## src/logic/blx_pkg.sv

```systemverilog
// shared constants and types of the bit move instruction executor
package blx_pkg;

  // ----------------------------------------------------------------
  // instruction encoding
  // ----------------------------------------------------------------
  localparam logic [7:0] BLX_OPC_BIT_MOVE = 8'h47;
  localparam int BLX_INSTR_BYTES = 3;
  localparam int BLX_EXEC_CYCLES = 6;
  // second byte fields
  localparam int BLX_WREG_MSB = 7;
  localparam int BLX_WREG_LSB = 4;
  localparam int BLX_IDX_MSB = 3;
  localparam int BLX_IDX_LSB = 1;
  localparam int BLX_DIR_POS = 0;

  // ----------------------------------------------------------------
  // reset values
  // ----------------------------------------------------------------
  localparam logic [7:0] BLX_BYTE_RST = 8'h00;
  localparam logic [7:0] BLX_ADDR_RST = 8'h00;

  // ----------------------------------------------------------------
  // types
  // ----------------------------------------------------------------
  typedef enum logic [2:0] {
    BLX_IDLE = 3'b000,
    BLX_GET2 = 3'b001,
    BLX_GET3 = 3'b010,
    BLX_RD_SRC = 3'b011,
    BLX_RD_DST = 3'b100,
    BLX_MERGE = 3'b101,
    BLX_WRITE = 3'b110
  } blx_state_t;

  typedef struct packed {
    logic rd_en;
    logic wr_en;
    logic [7:0] addr;
    logic [7:0] wdata;
  } blx_rf_req_t;

  typedef struct packed {
    logic valid;
    logic [7:0] data;
  } blx_fetch_t;

  typedef struct packed {
    blx_state_t state;
    logic [7:0] byte2;
    logic [7:0] byte3;
    logic src_bit;
    blx_rf_req_t req;
    logic fetch_ready;
    logic busy;
    logic done;
  } blx_regs_t;

endpackage

```

## src/logic/blx_bit_move.sv

```systemverilog
// bit move instruction executor between fetch stream and register file
`timescale 1ns/1ps
`default_nettype none

module blx_bit_move
(
  input wire logic sys_clk,
  input wire logic reset_n,
  input wire logic clk_en,
  input wire blx_pkg::blx_fetch_t fetch,
  input wire logic [3:0] work_base,
  input wire logic [7:0] rf_rdata,
  output logic fetch_ready,
  output blx_pkg::blx_rf_req_t rf_req,
  output logic flag_write,
  output logic busy,
  output logic done
);
  import blx_pkg::*;

  // ----------------------------------------------------------------
  // reset release
  // ----------------------------------------------------------------
  logic [1:0] rst_sync;
  logic rst_n;

  always_ff @(posedge sys_clk or negedge reset_n)
  begin
    if (!reset_n)
      rst_sync <= 2'h0;
    else
      rst_sync <= {rst_sync[0], 1'b1};
  end
  assign rst_n = rst_sync[1];

  // ----------------------------------------------------------------
  // field decode
  // ----------------------------------------------------------------
  function automatic logic [7:0] work_addr(input logic [3:0] base,
                                           input logic [7:0] b2);
    work_addr = {base, b2[BLX_WREG_MSB:BLX_WREG_LSB]};
  endfunction

  function automatic logic [2:0] bit_index(input logic [7:0] b2);
    bit_index = b2[BLX_IDX_MSB:BLX_IDX_LSB];
  endfunction

  function automatic logic dir_of(input logic [7:0] b2);
    dir_of = b2[BLX_DIR_POS];
  endfunction

  // ----------------------------------------------------------------
  // state machine
  // ----------------------------------------------------------------
  blx_regs_t st;
  blx_regs_t next_st;
  logic dir;
  logic [2:0] idx;
  logic [7:0] wreg;

  assign dir = dir_of(st.byte2);
  assign idx = bit_index(st.byte2);
  assign wreg = work_addr(work_base, st.byte2);

  always_comb
  begin
    next_st = st;
    next_st.done = 1'b0;
    next_st.req.rd_en = 1'b0;
    next_st.req.wr_en = 1'b0;
    unique case (st.state)
      BLX_IDLE:
      begin
        // other opcodes belong to other decoders and pass by
        if (fetch.valid && fetch.data == BLX_OPC_BIT_MOVE)
        begin
          next_st.state = BLX_GET2;
          next_st.busy = 1'b1;
        end
      end
      BLX_GET2:
      begin
        if (fetch.valid)
        begin
          next_st.byte2 = fetch.data;
          next_st.state = BLX_GET3;
        end
      end
      BLX_GET3:
      begin
        if (fetch.valid)
        begin
          next_st.byte3 = fetch.data;
          next_st.state = BLX_RD_SRC;
          next_st.fetch_ready = 1'b0;
          next_st.req.rd_en = 1'b1;
          // source is the general register when direction is zero
          next_st.req.addr = dir ? wreg : fetch.data;
        end
      end
      BLX_RD_SRC:
      begin
        next_st.state = BLX_RD_DST;
        next_st.req.rd_en = 1'b1;
        next_st.req.addr = dir ? st.byte3 : wreg;
      end
      BLX_RD_DST:
      begin
        next_st.state = BLX_MERGE;
        next_st.src_bit = dir ? rf_rdata[0] : rf_rdata[idx];
      end
      BLX_MERGE:
      begin
        // read-modify-write: only the target bit may differ
        next_st.state = BLX_WRITE;
        next_st.req.wr_en = 1'b1;
        next_st.req.wdata = rf_rdata;
        if (dir)
          next_st.req.wdata[idx] = st.src_bit;
        else
          next_st.req.wdata[0] = st.src_bit;
      end
      BLX_WRITE:
      begin
        next_st.state = BLX_IDLE;
        next_st.busy = 1'b0;
        next_st.done = 1'b1;
        next_st.fetch_ready = 1'b1;
      end
      default:
      begin
        next_st.state = BLX_IDLE;
        next_st.busy = 1'b0;
        next_st.fetch_ready = 1'b1;
      end
    endcase
  end

  always_ff @(posedge sys_clk or negedge rst_n)
  begin
    if (!rst_n)
    begin
      st.state <= BLX_IDLE;
      st.byte2 <= BLX_BYTE_RST;
      st.byte3 <= BLX_BYTE_RST;
      st.src_bit <= 1'b0;
      st.req <= '{rd_en: 1'b0, wr_en: 1'b0, addr: BLX_ADDR_RST,
                  wdata: BLX_BYTE_RST};
      st.fetch_ready <= 1'b1;
      st.busy <= 1'b0;
      st.done <= 1'b0;
    end
    else if (clk_en)
      st <= next_st;
  end

  // ----------------------------------------------------------------
  // outputs
  // ----------------------------------------------------------------
  logic flag_write_q;

  // the flags register has no write path from this block
  always_ff @(posedge sys_clk or negedge rst_n)
  begin
    if (!rst_n)
      flag_write_q <= 1'b0;
    else
      flag_write_q <= 1'b0;
  end

  assign fetch_ready = st.fetch_ready;
  assign rf_req = st.req;
  assign flag_write = flag_write_q;
  assign busy = st.busy;
  assign done = st.done;
endmodule

`default_nettype wire

```

## config.mk

```make
export PLATFORM = sky130hd
export DESIGN_NAME = blx_bit_move
export DESIGN_NICKNAME = d
export VERILOG_FILES = /design/src/logic/blx_pkg.sv /design/src/logic/blx_bit_move.sv
export SDC_FILE = /design/constraint.sdc
export NUM_CORES = 1
export LEC_CHECK = 0
export ABC_AREA = 1
export BUFFER_PORTS_ARGS = -buffer_cell sky130_fd_sc_hd__clkbuf_2
export CORE_ASPECT_RATIO = 1.25
export CORE_MARGIN = 3
export CORE_UTILIZATION = 39
export DETAILED_ROUTE_END_ITERATION = 10
export PLACE_DENSITY = 0.64
export SLEW_MARGIN = 20
export SYNTH_ARGS = -nofsm -noshare
export SYNTH_HDL_FRONTEND = slang
export SYNTH_SLANG_ARGS = --single-unit
```

## constraint.sdc

```tcl
create_clock -name sys_clk -period 1.65 [get_ports sys_clk]
set_clock_uncertainty 0.05 [all_clocks]
set_input_delay 0.165 -clock sys_clk [delete_from_list [all_inputs] [get_ports sys_clk]]
set_output_delay 0.165 -clock sys_clk [all_outputs]
set_load 0.05 [all_outputs]
```

* Word-level counts from Yosys, hierarchy flattened
Cells that the tools add are included.
Cells by class: magnitude comparators 2, eq/ne operators 10, multiplexer cells 24, bitwise gates (word level) 2, reductions and logical operators 14
Operators by type and width (count):
- $mux 8 | 3
- $pmux 3 s6 | 1
- $pmux 8 s2 | 1
- $reduce_and 3->1 | 5
- $mux 11 | 1
- $reduce_or 5->1 | 2
- $eq 3x3->1 const B | 3
- $mux 1 | 9
- $bwmux 8 | 1
- $eq 8x7->1 const B | 1
- $mux 7 | 1
- $eq 3x2->1 const B | 2
- $mux 3 | 2
- $ne 2x2->1 const B | 3
- $pmux 1 s2 | 3
- $lt 3x4->1 const B | 1
- $reduce_and 2->1 | 2
- $reduce_and 4->1 | 1
- $bmux 1 s3 | 1
- $demux 1 s3 | 1
- $eq 3x1->1 const B | 1
- $ge 3x1->1 const B | 1
- $logic_not 3->1 | 1
- $logic_and 1x1->1 | 2
- other kinds (2) | 3
Word-level totals: flip-flop bits (word level) 43, input bits 24, output and inout port bits 22, logic and storage cells 64

* Depth between registers and ports, before layout
Gate-level depths: netlist of the first run.
depth after elaboration 6, depth in mapped cells 8, gate-level depth less buffers 8

* Worst setup path after synthesis of the first run
No wires, ideal clock.
path kind reg-to-reg, start register st[40] (netlist name), end register st (netlist bit rf_req[10]), setup time 0.117 ns, arrival 1.170 ns, required time 1.483 ns, setup slack 0.313 ns, cell stages (with the launch flop) 8, buffers on the path 1, clock period less this slack 1.337 ns, cell sequence dfrtp_1 buf_6 clkinv_2 nand3_2 o21ai_4 inv_2 nand2_1 nand2_1
On the way: cells in the longest elaborated chain, start to end 3, elaborated cells on any way between the ends 6, classes of those cells eq/ne (3); mux (1); reduce/logical (2)
RTL lines:
- start, declared | line blx_bit_move.sv:55 | blx_regs_t st;
- start signal, assigned | line blx_bit_move.sv:154 | st <= next_st;
- $eq 3x2->1 | line blx_bit_move.sv:71 | unique case (st.state)
- $ne 2x2->1 (no source line) or $reduce_bool 2->1 (tied branches)
- $reduce_and 3->1 (no source line)
Several ways; a longest one is shown, not always the timed one. A chain may end at the register's enable or synchronous reset.

* Worst setup path after layout of the first run
start register st[39] (netlist name), end register st[39] (netlist name)
On the way: cells in the longest elaborated chain, start to end 3, elaborated cells on any way between the ends 11, classes of those cells eq/ne (8); mux (1); reduce/logical (2)
RTL lines (line):
- $eq 3x1->1, or another cell as far along | blx_bit_move.sv:71
- $ne 2x2->1 (no source line)
- $reduce_and 4->1 (no source line)
Several ways; a longest one is shown, not always the timed one.

==> metrics.md, run 1 <==
| Metric | Value |
|---|---|
| Status | completed |
| Commonest cells in the netlist | 101 x nand2_1, 42 x dfrtp_1, 28 x o21ai_0 |
| WL final | approximately 5.2 mm |
| YS warnings | 0 |
| Sequential share of the synthesized area | approximately 45% |
| Worst-Skew Late Latency | about 300 ps |
| Vias in the first global route | 1851 |
| Clk buf depth | 2 |
| VDD IR max | around 0.00062 V |
| Routed vias/inst | roughly 4.8 |
| Worst min-delay path class | input pin to register |
| CP Class | register to register |
| Placed insts | between 400 and 500 |
| Fin crit period | ~1500 ps |
| Endpoint class of the critical path | register |
| Post-route ant nets | 0 |
| Share of the synthesized area in the top cell type | approximately 44% |
| Mean cell area of the mapped netlist | about 7.7 um^2 |
| Root buf cell | clkbuf_8 |
| P_sw | 2.525 mW |
| Core Box Area | roughly 6000 um^2 |
| Largest net degree at the start of global routing | 42 |
| Synthesized area | roughly 2400 um^2 |
| FFs w/ async S/R, synth | between 90% and 100% |
| Gp weighted congestion | 0.8457 |
| RSZ-0062 raised after global routing | false |
| Worst Setup Start Kind | register |
| CTS Buf Count | 5 |
| Htree depth | 2 |
| CTS tree | built |
| Initial Util | between 40% and 50% |
| Reg power frac | a little under two fifths |
| Number of enable flip-flop cells after synthesis | 0 |
| Initial antenna violation count | 0 |
| Drt initial violations | ~120 |
| First-pass GRT wire length | about 8.7 mm |
| Worst slew pin tran | between 500 and 600 ps |
| Max-cap violations | 0 |
| Hpwl dp | between 3 and 4 mm |
| Pwr/cell area | 1922 nW/um^2 |
| Fin. max-slew vios | 0 |
| Clock-pin slew on the worst setup and hold paths | roughly 80 ps |
| Diode count | 0 |
| Vias | between 2000 and 2500 |
| #FFs+latches synth | between 40 and 50 |
| Final worst setup slack | between 100 and 150 ps |
| CP Max Fanout | 9 |
| Yosys cell types | 30 |
| CP required | approximately 1800 ps |
| Rel. slew slack | 64.96% |
| Clk sink count | between 40 and 50 |
| Die Width | between 70 and 80 um |
| Nets | ~360 |
| Drt pass-1 iters | 4 |
| Pre-CTS setup slack | ~110 ps |
| P&R area growth vs syn | 11.32% |
| Port Buffers | 44 |
| Clock power share | between 10% and 20% |
| Net count after synthesis | about 330 |
| Final setup vio count | 0 |
| Global Route Usage Sum | about 16% |
| Fin crit share | between 90% and 100% |
| Final Hold Fails | 0 |
| Pint | 2.558 mW |
| Top post-synthesis cells by area | dfrtp_1 44%, nand2_1 16%, buf_4 6.0% |
| Top-count cell post-synth | nand2_1 |
| Global route overflow | 0 |
| Die Y | 93.27 um |
| DRC Markers | 0 |
| Fin cells | between 400 and 500 |
| # rows | 31 |
| Power share of the combinational group | between 50% and 60% |
| Static Leak | between 1 and 1.5 nW |
| Critical path arrival | ~1700 ps |
| Ys flop type | dfrtp_1 |
| TNS Setup | 0 ps |
| Util after Layout | 45.16% |
| # IOs | 46 |
| Layout cells sized above 1 | between 20% and 30% |
| Sw frac | 49.67% |
| Cells after synthesis | 310 |
| Fmax | 664.1 MHz |
| Post-synth top area cell | dfrtp_1 |
| Per-cell routed wire length | ~12 um |
| Filler cells | between 600 and 700 |
| Die Area | 7071 um^2 |
-- critical path, cell delays in order, from the launching register on --
cell and delay (ps):
dfrtp_1 500, or2_2 360, nor2_1 180, o21ai_2 130, nand2_2 100, nand2_1 50
nand2_1 70
-- registers in the layout, summed over array words and instances (netlist names) --
signal and flops:
rf_req 18, dir 1, rst_sync 2, done 1, st 16, fetch_ready 1, busy 1, idx 3
-- kinds of logic after synthesis --
family	count (synthesis)	synth area share, %
other cells	2	0.3161
buf+inv	58	13.53
compound gates	59	15.27
simple gates	148	25.54
flops	43	45.34
-- through the flow --
step	hold slack (ps)	area [um^2]	power, mW
2_1_floorplan	-180.6	2376	4.141
3_3_place_gp	-99.10	2552	4.417
3_5_place_dp	-94.73	2552	4.451
4_1_cts	83.25	2644	5.125
5_1_grt	122.2	2645	5.509
6_report	92.10	2645	5.083
-- routing by layer --
metal  vias up  share of wire (%)  GRT usage, %
met5         -                  0             0
met4         0                3.0         7.726
met3        10                4.5         3.656
met2        48                 45         23.00
met1       931                 47         22.67
li1       1037                  -             -
-- path summary, 6_finish.rpt --
path | startpoint | to | slack [ps] | cells after the start
worst max-delay path | st[39] | st[39] | 140 | 6
worst min-delay path | clk_en | busy | 90 | 3
worst max register to register | st[39] | st[39] | 140 | 6
worst min register to register | rst_sync[1] | idx[0] | 260 | 1
max in group asynchronous | rst_sync[1] | st[40] | 910 | 1
min in group asynchronous | reset_n | rst_sync[0] | 130 | 2
-- final cells by class --
cell class,instances,area [um^2],share of cell area (%)
Inverter,29,110.1,4.163
Tap cell,82,102.6,3.879
Sequential cell,43,1079,40.78
Timing Repair Buffer,52,295.3,11.16
Multi-Input combinational cell,209,977.2,36.94
Clock inverter,1,5.005,0.1892
Clock buffer,7,76.32,2.886
-- cells in the final DEF, fill, tap and decap left out, types with 4 or more instances in the layout --
master,instances
nand2_1,101
clkbuf_2,44
dfrtp_1,41
o21ai_0,28
nor2_1,26
inv_1,23
nand3_1,11
a21oi_1,10
o211ai_1,9
o31ai_1,8
buf_4,6
clkbuf_8,5
inv_2,4
-- repair_timing --
action	CTS	global route
gates resized for setup	0	1
setup buffers	0	0
setup endpoints to repair	0	3
endpoints found under the hold margin	2	0
hold buffers	1	0
-- power groups by stage --
| stage | logic [mW] | clock network (mW) | registers, mW |
|---|---|---|---|
| detailed placement | 2.57 | 0 | 1.88 |
| CTS | 2.58 | 0.678 | 1.87 |
| global placement | 2.54 | 0 | 1.87 |
| floorplan | 2.29 | 0 | 1.85 |
| finish | 2.56 | 0.654 | 1.87 |
| global route | 2.86 | 0.715 | 1.94 |
Note: power is estimated with default switching activity, not from simulation.
==> run 2, diff against run 1 <==
- CTS_BUF_LIST: unset -> sky130_fd_sc_hd__clkbuf_16
==> run 2 against run 1 <==
Compared with the run above: sequential cell count did not move; combinational power barely moved; power rose by 5.8%; global-route usage barely moved; sequential share of layout area fell by 0.85 points; sequential power barely moved; die area did not move; hold slack improved by 17 ps; cell area rose by 2.1%; clock power rose by 43%; non-clock buffer count did not move; worst setup slack improved by 9.3 ps; critical endpoint unchanged; largest power group unchanged.
==> metrics.md, run 2 (same netlist as run 1, synthesis figures left out) <==
| Metric | Value |
|---|---|
| Fin crit share | roughly nine tenths |
| Pre-CTS setup slack | around 110 ps |
| Most common cell after layout, fill and taps aside | nand2_1 |
| Clk buf depth | 2 |
| Die Area | about 7100 um^2 |
| Max-cap violations | 0 |
| Diode count | 0 |
| First-pass GRT wire length | slightly below 9 mm |
| Global Route Usage Sum | between 15 and 20% |
| Final setup vio count | 0 |
| Filler cells | 621 |
| Worst Setup Start Kind | register |
| Port Buffers | 44 |
| Status | completed |
| WL final | slightly above 5 mm |
| Hpwl dp | around 3.9 mm |
| Die Y | slightly above 90 um |
| Largest net degree at the start of global routing | 42 |
| Worst-Skew Late Latency | just under 300 ps |
| Drt pass-1 iters | 4 |
| Drt initial violations | ~120 |
| Worst min-delay path class | input pin to register |
| VDD IR max | 0.0006457 V |
| Final worst setup slack | 153.5 ps |
| Worst R2R Setup Slack | approximately 150 ps |
| Initial antenna violation count | 0 |
| Per-cell routed wire length | between 10 and 15 um |
| Critical path arrival | between 1500 and 2000 ps |
| CTS tree | built |
| # IOs | 46 |
| Clock-pin slew on the worst setup and hold paths | 60 ps |
| Final hold slack | between 100 and 150 ps |
| Worst slew pin tran | approximately 520 ps |
| CP required | approximately 1800 ps |
| Pwr/cell area | between 1500 and 2000 nW/um^2 |
| CP Max Fanout | 9 |
| Footprint of the multi-input gates | ~980 um^2 |
| Endpoint class of the critical path | register |
| P&R area growth vs syn | 13.69% |
| Die Width | 75.82 um |
| Rel. slew slack | 65.29% |
| CTS Buf Count | 5 |
| Root buf cell | clkbuf_16 |
| Layout cells sized above 1 | a little over a fifth |
| Fmax | between 600 and 700 MHz |
| Static Leak | between 1 and 1.5 nW |
| Setup Fix Bufs, Post-CTS | 0 |
| Commonest cells after routing, fill and taps aside | 101 x nand2_1, 44 x clkbuf_2, 41 x dfrtp_1 |
| Routed vias/inst | around 4.8 |
| Vias in the first global route | 1851 |
| Htree depth | 2 |
| Hold Path Depth | 3 |
| Largest register FFs | 18 |
| DRC Markers | 0 |
| Global route overflow | 0 |
| Fin crit period | around 1500 ps |
| CP Class | register to register |
| Post-route ant nets | 0 |
| TNS Setup | 0 ps |
| Post-route cell area | about 2700 um^2 |
| Cells on worst reg2reg path | 6 |
| Fin. max-slew vios | 0 |
| RSZ-0062 raised after global routing | false |
| Core Box Area | ~6000 um^2 |
| Gp weighted congestion | about 0.85 |
| # rows | 31 |
| Clk sink count | between 40 and 50 |
| Initial Util | between 40% and 50% |
| Register Area | ~1100 um^2 |
| Vias | 2027 |
| Final Hold Fails | 0 |
| DP Area | 2552 um^2 |
| Nets | between 300 and 400 |
[run 2: cell types whose count changed in the layout (fill, tap and decap cells not counted)]
cell	before	now
clkbuf_16	0	5
inv_1	23	25
clkbuf_1	2	0
clkbuf_8	5	0
[run 2: routing by layer]
metal	vias to the layer above	track usage (%)	wire, um
li1	1040	-	-
met1	929	22.60	2447
met2	51	23.43	2357
met3	7	3.656	267
met4	0	6.851	119
met5	-	0	0
[run 2: worst max-delay path, cell delays in order (launching register included)]
cell     delay, ps
dfrtp_1        490
or2_2          360
nor2_1         180
o21ai_2        130
nand2_2        100
nand2_1         50
nand2_1         70
[run 2: where the power goes]
group / leakage, nW / switching [mW] / internal [mW]
Clock: 0.0762 / 0.391 / 0.547
Sequential: 0.537 / 0.358 / 1.51
Combinational: 0.823 / 1.82 / 0.750
Total: 1.44 / 2.57 / 2.81
[run 2: worst paths after layout]
kind,from,endpoint
worst max register to register,st[39],st[39]
worst min register to register,rst_sync[1],st[23]
worst max-delay path,st[39],st[39]
worst min-delay path,clk_en,busy
min in group asynchronous,reset_n,rst_sync[0]
max in group asynchronous,rst_sync[1],st[40]
[run 2: what timing repair did]
item / in CTS / in global routing
hold buffers: 1 / 0
setup endpoints to repair: 0 / 3
gates resized for setup: 0 / 1
endpoints found under the hold margin: 2 / 0
[run 2: cell type report]
cell class / count / area share [%]
inverters: 29 / 4.076
well taps: 82 / 3.798
flip-flops and latches: 43 / 39.93
clock buffers: 5 / 4.632
multi-input cells: 209 / 36.17
repair buffers: 52 / 10.93
clock inverters: 3 / 0.4632
[run 2: through the flow]
| step | utilization, % | instances | power, mW |
|---|---|---|---|
| floorplan | - | 310 | 4.141 |
| global route | 46.12 | 423 | 5.801 |
| CTS | 46.10 | 423 | 5.410 |
| finish | 46.12 | 423 | 5.379 |
| detailed placement | 43.58 | 414 | 4.451 |
| global placement | 43.58 | 414 | 4.417 |
==> run 3, diff against run 2 <==
- CORE_ASPECT_RATIO: 1.25 -> 1.5
==> run 3 against run 2 <==
Compared with the run above: non-clock buffer count is 3 higher; worst setup slack improved by 55 ps; power up 6.1%; maximum frequency up 3.8%; register-to-register slack better by 50 ps; global-route usage fell by 0.53 points; sequential cell count is the same; wire length down 1.4%; sequential power barely moved; critical endpoint unchanged.
==> metrics.md, run 3 (same netlist as run 1, synthesis figures left out) <==
| Metric | Value |
|---|---|
| Status | completed |
| Fin crit share | approximately 87% |
| Cells on worst reg2reg path | 6 |
| Die Area | ~7100 um^2 |
| Reg2reg end | st[39] |
| Die Width | roughly 70 um |
| Worst Setup EP | st[39] |
| Clk buf depth | 2 |
| Vias in the first global route | 1942 |
| Worst Setup Start Kind | register |
| Initial antenna violation count | 0 |
| Drt pass-1 iters | 4 |
| Layout cells sized above 1 | between 20% and 30% |
| Worst slew pin tran | roughly 530 ps |
| Root buf cell | clkbuf_16 |
| Vias | between 2000 and 2500 |
| Largest net degree at the start of global routing | 42 |
| # rows | 34 |
| Worst-Skew Late Latency | around 290 ps |
| CP required | around 1800 ps |
| Clock-pin slew on the worst setup and hold paths | 60 ps |
| Port Buffers | 44 |
| Routed vias/inst | about 4.9 |
| Clk sink count | 43 |
| RSZ-0062 raised after global routing | false |
| CP Class | register to register |
| Fin. max-slew vios | 0 |
| # IOs | 46 |
| Hpwl dp | between 3 and 4 mm |
| Crit path launch | st[39] |
| Max-cap violations | 0 |
| Critical path arrival | approximately 1600 ps |
| Htree depth | 2 |
| Commonest cells after routing, fill and taps aside | 101 x nand2_1, 44 x clkbuf_2, 41 x dfrtp_1 |
| Diode count | 0 |
| CTS Buf Count | 5 |
| Fin cells | approximately 420 |
| DP Area | approximately 2500 um^2 |
| Final Hold Fails | 0 |
| CTS tree | built |
| Rel. slew slack | between 60 and 70% |
| Fmax | between 600 and 700 MHz |
| CP Max Fanout | 9 |
| TNS Setup | 0 ps |
| Largest register FFs | 18 |
| Final setup vio count | 0 |
| DRC Markers | 0 |
| VDD IR max | 0.0006444 V |
| Post-route ant nets | 0 |
| P&R area growth vs syn | 15.90% |
| Initial Util | between 40% and 50% |
| Gp weighted congestion | 0.8767 |
| Per-cell routed wire length | between 10 and 15 um |
| Nets | approximately 370 |
| Static Leak | 1.460 nW |
| First-pass GRT wire length | between 8 and 9 mm |
| Setup Fix Bufs, Post-CTS | 0 |
| Most common cell after layout, fill and taps aside | nand2_1 |
| Die Y | between 100 and 150 um |
| WL final | 5.120 mm |
| Pwr/cell area | a little over 2000 nW/um^2 |
| Endpoint class of the critical path | register |
| Global Route Usage Sum | between 10% and 20% |
| Post-route cell area | between 2000 and 3000 um^2 |
| Core Box Area | 5871 um^2 |
| Drt initial violations | around 120 |
| Fin crit period | 1442 ps |
| Worst R2R Setup Slack | ~210 ps |
| Worst min-delay path class | input pin to register |
| Reg2reg start | st[39] |
| Placed insts | ~400 |
| Global route overflow | 0 |
==> run 3: cell type report <==
class | count | area (um^2)
Multi-Input combinational cell | 209 | 977.2
Inverter | 29 | 110.1
Clock inverter | 3 | 67.56
Clock buffer | 5 | 125.1
Sequential cell | 43 | 1079
Timing Repair Buffer | 55 | 305.3
Tap cell | 72 | 90.09
Fill cell | 577 | 3117
==> run 3: where the power goes <==
| part | switching, mW | total (mW) | leakage [nW] | internal [mW] |
|---|---|---|---|---|
| combinational | 1.81 | 2.56 | 0.834 | 0.748 |
| sequential | 0.352 | 1.87 | 0.537 | 1.51 |
| clock | 0.417 | 1.28 | 0.0900 | 0.867 |
==> run 3: worst min-delay path by stage <==
stage / startpoint / endpoint / slack [ps] / depth (start not counted)
floorplan: reset_n / rst_sync[0] / -180 / 0
global placement: reset_n / rst_sync[1] / -100 / 1
global route: fetch[0] / dir / 150 / 3
detailed placement: reset_n / rst_sync[1] / -100 / 1
CTS: rf_rdata[0] / rf_req[0] / 130 / 3
finish: rf_rdata[0] / rf_req[0] / 120 / 3
==> run 3: timing repair <==
action	4_1_cts	5_1_grt
endpoints found under the hold margin	2	0
endpoints found under the setup margin	0	1
hold buffers	1	0
resized for setup	0	1
==> run 3: critical path: stages, from the launching register on <==
cell and delay [ps]:
dfrtp_2 480, or2_2 330, nor2_1 180, o21ai_2 130, nand2_2 90, nand2_1 60
nand2_1 60
==> run 3: layer usage <==
metal	track usage (%)	part of all wire, %	vias up	wire [um]
li1	-	-	1044	-
met3	3.476	4.1	12	208
met1	18.19	43	930	2214
met4	7.670	2.6	0	133
met5	0	0	-	0
met2	26.99	50	51	2563
==> run 3: through the flow <==
step	hold WS (ps)	util [%]	power [mW]	worst slack (ps)
2_1_floorplan	-180.6	-	4.141	313.1
6_report	123.7	46.91	5.708	208.2
5_1_grt	152.7	46.91	6.131	80.27
4_1_cts	125.4	46.89	5.751	118.2
3_3_place_gp	-99.22	43.44	4.400	197.0
3_5_place_dp	-98.10	43.44	4.434	163.8
